**src/shared/lpps_regs.svh**
```systemverilog
/*
 * constants for the panel power sequencer: timing defaults and widths.
 * assumes inclusion by bare name from logic files; definitions only.
 */
`ifndef LPPS_REGS_SVH
`define LPPS_REGS_SVH

// ----------------------------------------------------------------
// step delay
// ----------------------------------------------------------------
`define LPPS_CLK_MHZ        125
`define LPPS_STEP_US        1
`define LPPS_STEP_CYC       (`LPPS_STEP_US * `LPPS_CLK_MHZ)
`define LPPS_DLY_W          16
`define LPPS_DLY_RST        16'h007d

`endif

```
**src/shared/lpps_pkg.sv**
```systemverilog
/*
 * types for the panel power sequencer.
 * assumes lpps_regs.svh is on the include path.
 */
package lpps_pkg;

   typedef enum logic [1:0] {
      LPPS_MODE_CRT,
      LPPS_MODE_PANEL,
      LPPS_MODE_BOTH
   } lpps_mode_type;

   typedef struct packed {
      logic logic_sw;
      logic sig_en;
      logic bias_sw;
      logic light_sw;
   } lpps_rails_type;

endpackage : lpps_pkg

```
**src/logic/lpps_delay_timer.sv**
```systemverilog
/*
 * lpps_delay_timer: loadable down counter, pulses done on reaching zero.
 * assumes one clock, synchronous active-low reset, enable freezes it.
 */
`timescale 1ns/1ps
module lpps_delay_timer #(
   parameter int W = 16
) (
   input  wire logic         i_sys_clk,
   input  wire logic         i_rst_n,
   input  wire logic         i_ce,
   input  wire logic         i_load,
   input  wire logic [W-1:0] i_count,
   output logic              o_done
);
   logic [W-1:0] cnt_q;
   logic [W-1:0] cnt_d;
   logic         run_q;
   logic         run_d;
   logic         done_d;
   logic         done_q;

   always_comb begin
      cnt_d  = cnt_q;
      run_d  = run_q;
      done_d = 1'b0;
      if (i_load) begin
         cnt_d = (i_count == '0) ? W'(1) : i_count;
         run_d = 1'b1;
      end else if (run_q) begin
         if (cnt_q == W'(1)) begin
            run_d  = 1'b0;
            done_d = 1'b1;
         end
         cnt_d = cnt_q - W'(1);
      end
   end

   always_ff @(posedge i_sys_clk) begin
      if (!i_rst_n) begin
         cnt_q  <= '0;
         run_q  <= 1'b0;
         done_q <= 1'b0;
      end else if (i_ce) begin
         cnt_q  <= cnt_d;
         run_q  <= run_d;
         done_q <= done_d;
      end
   end

   assign o_done = done_q;

endmodule : lpps_delay_timer

```
**src/logic/lpps_sequencer.sv**
```systemverilog
/*
 * lpps_sequencer: starts and steps the panel power-up and power-down
 * sequences and drives the three supply switch levels.
 * assumes control inputs come from same-clock register logic, and
 * that the external power module acts on the switch levels.
 */
`timescale 1ns/1ps
`include "lpps_regs.svh"
module lpps_sequencer import lpps_pkg::*; #(
   parameter int DLY_W = `LPPS_DLY_W
) (
   input  wire logic              i_sys_clk,
   input  wire logic              i_rst_n,
   input  wire logic              i_ce,
   input  wire logic              i_panel_power_enable_bit,
   input  wire logic              i_low_power,
   input  wire lpps_mode_type     i_mode,
   input  wire logic [DLY_W-1:0]  i_step_delay,
   output logic                   o_panel_logic_supply_switch,
   output logic                   o_panel_bias_supply_switch,
   output logic                   o_backlight_supply_switch,
   output logic                   o_panel_signal_enable,
   output logic                   o_panel_powered,
   output logic                   o_busy
);

   // ----------------------------------------------------------------
   // state
   // ----------------------------------------------------------------
   typedef enum logic [3:0] {
      ST_OFF,
      ST_UP_SIG,
      ST_UP_BIAS,
      ST_UP_LIGHT,
      ST_ON,
      ST_DN_BIAS,
      ST_DN_SIG,
      ST_DN_LOGIC
   } lpps_state_type;

   lpps_state_type state_q;
   lpps_state_type state_d;
   lpps_rails_type rails_q;
   lpps_rails_type rails_d;
   logic           en_q;
   logic           lp_q;
   lpps_mode_type  mode_q;
   logic           active_q;
   logic           active_d;
   logic           up_pend_q;
   logic           up_pend_d;
   logic           dn_pend_q;
   logic           dn_pend_d;
   logic           busy_q;
   logic           busy_d;
   logic           powered_q;
   logic           powered_d;
   logic           load;
   logic           step_done;
   logic           up_trig;
   logic           dn_trig;

   // ----------------------------------------------------------------
   // trigger detection
   // ----------------------------------------------------------------
   always_comb begin
      up_trig = 1'b0;
      dn_trig = 1'b0;
      if (i_panel_power_enable_bit && !en_q) begin
         up_trig = 1'b1;
      end
      if (!i_panel_power_enable_bit && en_q) begin
         dn_trig = 1'b1;
      end
      if (lp_q && !i_low_power && active_q) begin
         up_trig = 1'b1;
      end
      if (!lp_q && i_low_power && active_q) begin
         dn_trig = 1'b1;
      end
      if (mode_q == LPPS_MODE_CRT && i_mode == LPPS_MODE_PANEL) begin
         up_trig = 1'b1;
      end
      if (mode_q == LPPS_MODE_PANEL && i_mode == LPPS_MODE_CRT) begin
         dn_trig = 1'b1;
      end
   end

   // ----------------------------------------------------------------
   // sequencing
   // ----------------------------------------------------------------
   lpps_delay_timer #(
      .W (DLY_W)
   ) u_timer (
      .i_sys_clk (i_sys_clk),
      .i_rst_n   (i_rst_n),
      .i_ce      (i_ce),
      .i_load    (load),
      .i_count   (i_step_delay),
      .o_done    (step_done)
   );

   always_comb begin
      state_d   = state_q;
      rails_d   = rails_q;
      load      = 1'b0;
      up_pend_d = up_pend_q;
      dn_pend_d = dn_pend_q;
      // latest trigger wins while a sequence runs; acted on after it ends
      if (up_trig) begin
         up_pend_d = 1'b1;
         dn_pend_d = 1'b0;
      end else if (dn_trig) begin
         dn_pend_d = 1'b1;
         up_pend_d = 1'b0;
      end
      unique case (state_q)
         ST_OFF: begin
            dn_pend_d = 1'b0;
            if (up_pend_d) begin
               up_pend_d        = 1'b0;
               rails_d.logic_sw = 1'b1;
               load             = 1'b1;
               state_d          = ST_UP_SIG;
            end
         end
         ST_UP_SIG: begin
            if (step_done) begin
               rails_d.sig_en = 1'b1;
               load           = 1'b1;
               state_d        = ST_UP_BIAS;
            end
         end
         ST_UP_BIAS: begin
            if (step_done) begin
               rails_d.bias_sw = 1'b1;
               load            = 1'b1;
               state_d         = ST_UP_LIGHT;
            end
         end
         ST_UP_LIGHT: begin
            if (step_done) begin
               rails_d.light_sw = 1'b1;
               state_d          = ST_ON;
            end
         end
         ST_ON: begin
            up_pend_d = 1'b0;
            if (dn_pend_d) begin
               dn_pend_d        = 1'b0;
               rails_d.light_sw = 1'b0;
               load             = 1'b1;
               state_d          = ST_DN_BIAS;
            end
         end
         ST_DN_BIAS: begin
            if (step_done) begin
               rails_d.bias_sw = 1'b0;
               load            = 1'b1;
               state_d         = ST_DN_SIG;
            end
         end
         ST_DN_SIG: begin
            if (step_done) begin
               rails_d.sig_en = 1'b0;
               load           = 1'b1;
               state_d        = ST_DN_LOGIC;
            end
         end
         ST_DN_LOGIC: begin
            if (step_done) begin
               rails_d.logic_sw = 1'b0;
               state_d          = ST_OFF;
            end
         end
         default: begin
            state_d = ST_OFF;
            rails_d = '0;
         end
      endcase
      // active remembers panel state across low-power entry; next state
      // so a panel switched off on the last edge no longer counts as active
      active_d  = active_q;
      if (!i_low_power && !lp_q) begin
         active_d = (state_d != ST_OFF);
      end
      busy_d    = (state_d != ST_OFF) && (state_d != ST_ON);
      powered_d = (state_d == ST_ON);
   end

   always_ff @(posedge i_sys_clk) begin
      if (!i_rst_n) begin
         state_q   <= ST_OFF;
         rails_q   <= '0;
         en_q      <= 1'b0;
         lp_q      <= 1'b0;
         mode_q    <= LPPS_MODE_CRT;
         active_q  <= 1'b0;
         up_pend_q <= 1'b0;
         dn_pend_q <= 1'b0;
         busy_q    <= 1'b0;
         powered_q <= 1'b0;
      end else if (i_ce) begin
         state_q   <= state_d;
         rails_q   <= rails_d;
         en_q      <= i_panel_power_enable_bit;
         lp_q      <= i_low_power;
         mode_q    <= i_mode;
         active_q  <= active_d;
         up_pend_q <= up_pend_d;
         dn_pend_q <= dn_pend_d;
         busy_q    <= busy_d;
         powered_q <= powered_d;
      end
   end

   // ----------------------------------------------------------------
   // outputs
   // ----------------------------------------------------------------
   assign o_panel_logic_supply_switch = rails_q.logic_sw;
   assign o_panel_bias_supply_switch  = rails_q.bias_sw;
   assign o_backlight_supply_switch   = rails_q.light_sw;
   assign o_panel_signal_enable       = rails_q.sig_en;
   assign o_panel_powered             = powered_q;
   assign o_busy                      = busy_q;

endmodule : lpps_sequencer

```
**config.mk**
```make
export PLATFORM = sky130hd
export DESIGN_NAME = lpps_sequencer
export DESIGN_NICKNAME = d
export VERILOG_FILES = /design/src/shared/lpps_pkg.sv /design/src/logic/lpps_delay_timer.sv /design/src/logic/lpps_sequencer.sv
export VERILOG_INCLUDE_DIRS = /design/src /design/src/shared
export SDC_FILE = /design/constraint.sdc
export NUM_CORES = 1
export LEC_CHECK = 0
export ABC_AREA = 1
export ABC_CLOCK_PERIOD_IN_PS = 3600
export BUFFER_PORTS_ARGS = -buffer_cell sky130_fd_sc_hd__buf_2
export CORE_ASPECT_RATIO = 1.25
export CORE_MARGIN = 5
export CORE_UTILIZATION = 60
export CTS_CLUSTER_DIAMETER = 80
export DETAILED_ROUTE_END_ITERATION = 10
export PLACE_DENSITY = 0.93
export SLEW_MARGIN = 20
export SYNTH_ARGS = -nofsm -noshare
export SYNTH_HDL_FRONTEND = slang
export SYNTH_SLANG_ARGS = --single-unit
```
**constraint.sdc**
```tcl
create_clock -name i_sys_clk -period 3.6 [get_ports i_sys_clk]
set_input_delay 0.18 -clock i_sys_clk [delete_from_list [all_inputs] [get_ports i_sys_clk]]
set_output_delay 0.18 -clock i_sys_clk [all_outputs]
set_load 0.02 [all_outputs]
```
==> flow_summary.ini <==
[floorplan]
ios = 29
initial_core_util = 0.612
die_area_um2 = 5540
core_um2 = 4070
placementRows = 26
die_x_um = 67.6
die_h_um = 82.0

[sta]
max_slew_margin = 0.628
timing.final.ws_setup_ps = 1490
maxSlewViolCount = 0
setup_viol = 0
fin_crit_ps = 2110
fmax_mhz = 473
skew_ps = 6.74
hold_viol_final = 0
tns_ps = 0
worst_pin_slew_ps = 556
fin_crit_sh = 0.587
rsz0062_at_grt = no

[yosys]
synth-seq-cells = 35
synth_edf_count = 0
ys.warnings.count = 0
syn_nets = 399
synth-main-ff-cell = dfxtp_1
ys_seq_area_frac = 0.282
synth_cell_types = 36
syn_inst = 374
syn_area_um2 = 2490
syn-mean-instance-area_um2 = 6.65
synthArstFlopShare = 0

[clocking]
cts_made_buffers = 5
hold_buffers = 0
cts_tree = built
cts_num_sinks = 35
cts_setup_buffers = 0
cts_root_buf = clkbuf_8
cts.clk_slew.worst_paths_ps = 70
insertion_delay_ps = 300
htreeDepth = 2
clockBufferDepth = 2
cts-resized-gates = 0

[cells_and_area]
drive_gt1_frac = 0.255
syn_to_final_growth_pct = 8.55
finalNetCount = 424
fin_area_um2 = 2700
reg.largest.list = u_timer.cnt_q (16), state_q (4), mode_q (2)
final_common_cell = nand2_1
regMostFlops = u_timer.cnt_q
post-route-util = 0.664
largest_reg_flops = 16
diodes = 0
final_cell_mix = nand2_1 (76), nor2_1 (52), inv_1 (43), dfxtp_1 (35), nand3_1 (31)

[worst_setup_path]
crit_type = reg2reg
crit_path_frequent_cell = nor2_1
endpoint_kind = flop
max_stage_delay_ps = 380
worst-path-max-fanout = 29
path_cells = nor2_1 -> nor2_1 -> nand3_1 -> nand3_4 -> nand3_4 -> nand2_4 -> nand2_4 -> inv_4 -> nor2_1 -> nor2_1
cp.required_ps = 3840
worstPathArrival_ps = 2350
cp_slowest_cell = dfxtp_1
critPathLaunchType = flop
cp_top_family = simple AND/OR/NAND/NOR gates
cp_num_buf_inv = 1

[power_and_ir_drop]
p_sw_uw = 507
power_density_nw_per_um2 = 480
p_clk_frac = 0.248
sw_frac_of_total = 0.391
p_int_uw = 790
p_leak_uw = 0.00128
fin_total_pwr_uw = 1300
p_comb_frac = 0.393
pwr-share-seq = 0.360
vdd_drop_max_v = 0.000222

[placed_design]
place_area_um2 = 2600
dp_hpwl_um = 4380
io_buffers = 28
place.gp.congestion = 0.997
pre_cts_slack_ps = 1520

[drt]
dr_wl_met3_um = 277
via_per_inst = 5.28
top_layer = met4
wl_met1_um = 2320
wire_per_inst_um = 12.8
routed-wl-met2_um = 3070
routed_wirelength_um = 5830
vias = 2408
drc = 0
ant_nets = 0
firstDrtPassIters = 4
drt_iter0_drc = 164

[grt]
grt_pass1_wl_um = 9830
grt_pass1_vias = 2301
grt_max_degree = 30
grt-ovfl-total = 0
antenna_found_initial = 0
grt_usage = 0.232

[worst_hold_path]
hp-class = in2reg

[run_status]
outcome = finished, final reports clean

[flow_run]
drv_cap = 0
==> synth_stat cells, drive strengths merged, types with 3 or more instances <==
cell type / instances / area share
a21oi: 7 / 0.014
dfxtp: 35 / 0.28
o211ai: 3 / 0.011
nand3: 33 / 0.076
o22ai: 4 / 0.010
nor2: 80 / 0.15
inv: 48 / 0.073
nand4: 8 / 0.020
nand2: 91 / 0.16
nor3: 10 / 0.022
o21ai: 25 / 0.070
buf: 6 / 0.033
xor2: 11 / 0.042
clkbuf: 4 / 0.0060
==> layer usage <==
metal  vias up  GRT usage
met4         0      0.116
met1      1101      0.254
met5         -          0
met2        65      0.423
li1       1226          -
met3        16     0.0369
==> worst reg2reg max path, stage by stage (launching register included) <==
cell,delay (ps)
dfxtp_1,380
nor2_1,60
nor2_1,150
nand3_1,160
nand3_4,130
nand3_4,360
nand2_4,330
nand2_4,120
inv_4,210
nor2_1,80
nor2_1,80
==> layout make-up <==
cell class	count	area, um2
Multi-Input combinational cell	280	1500
Fill cell	354	1370
Sequential cell	35	701
Inverter	49	186
Timing Repair Buffer	28	140
Clock buffer	8	100
Tap cell	56	70.1
==> stage by stage <==
stage,std cells,hold WS [ps]
detailed placement,448,440
floorplan,374,319
global placement,448,432
global route,456,148
CTS,456,137
finish,456,146
==> power by group through the flow <==
stage	clock [uW]	sequential, uW	combinational (uW)
after floorplan	0	471	434
after global placement	0	472	492
after detailed placement	0	473	505
after CTS	325	465	509
after global routing	345	472	571
final	321	466	509
==> path summary, 6_finish.rpt <==
kind / startpoint / end / slack [ps] / cells after the start
worst min-delay path: i_panel_power_enable_bit / en_q / 150 / 3
worst max register to register: lp_q / u_timer.cnt_q[4] / 1490 / 10
worst min register to register: o_panel_bias_supply_switch / o_panel_bias_supply_switch / 450 / 2
worst max-delay path: lp_q / u_timer.cnt_q[4] / 1490 / 10
==> cell families (layout without fill, tap and decap cells) <==
logic type,Yosys count,count (layout),synth area share
AND/OR/NAND/NOR,224,224,0.435
buffers and inverters,59,85,0.114
AO/OA/AOI/OAI,42,42,0.114
flip-flops,35,35,0.282
XOR/XNOR,12,12,0.0452
adder cells (fa/ha/maj),2,2,0.0101
No activity file was read; power rests on OpenSTA's default activity.
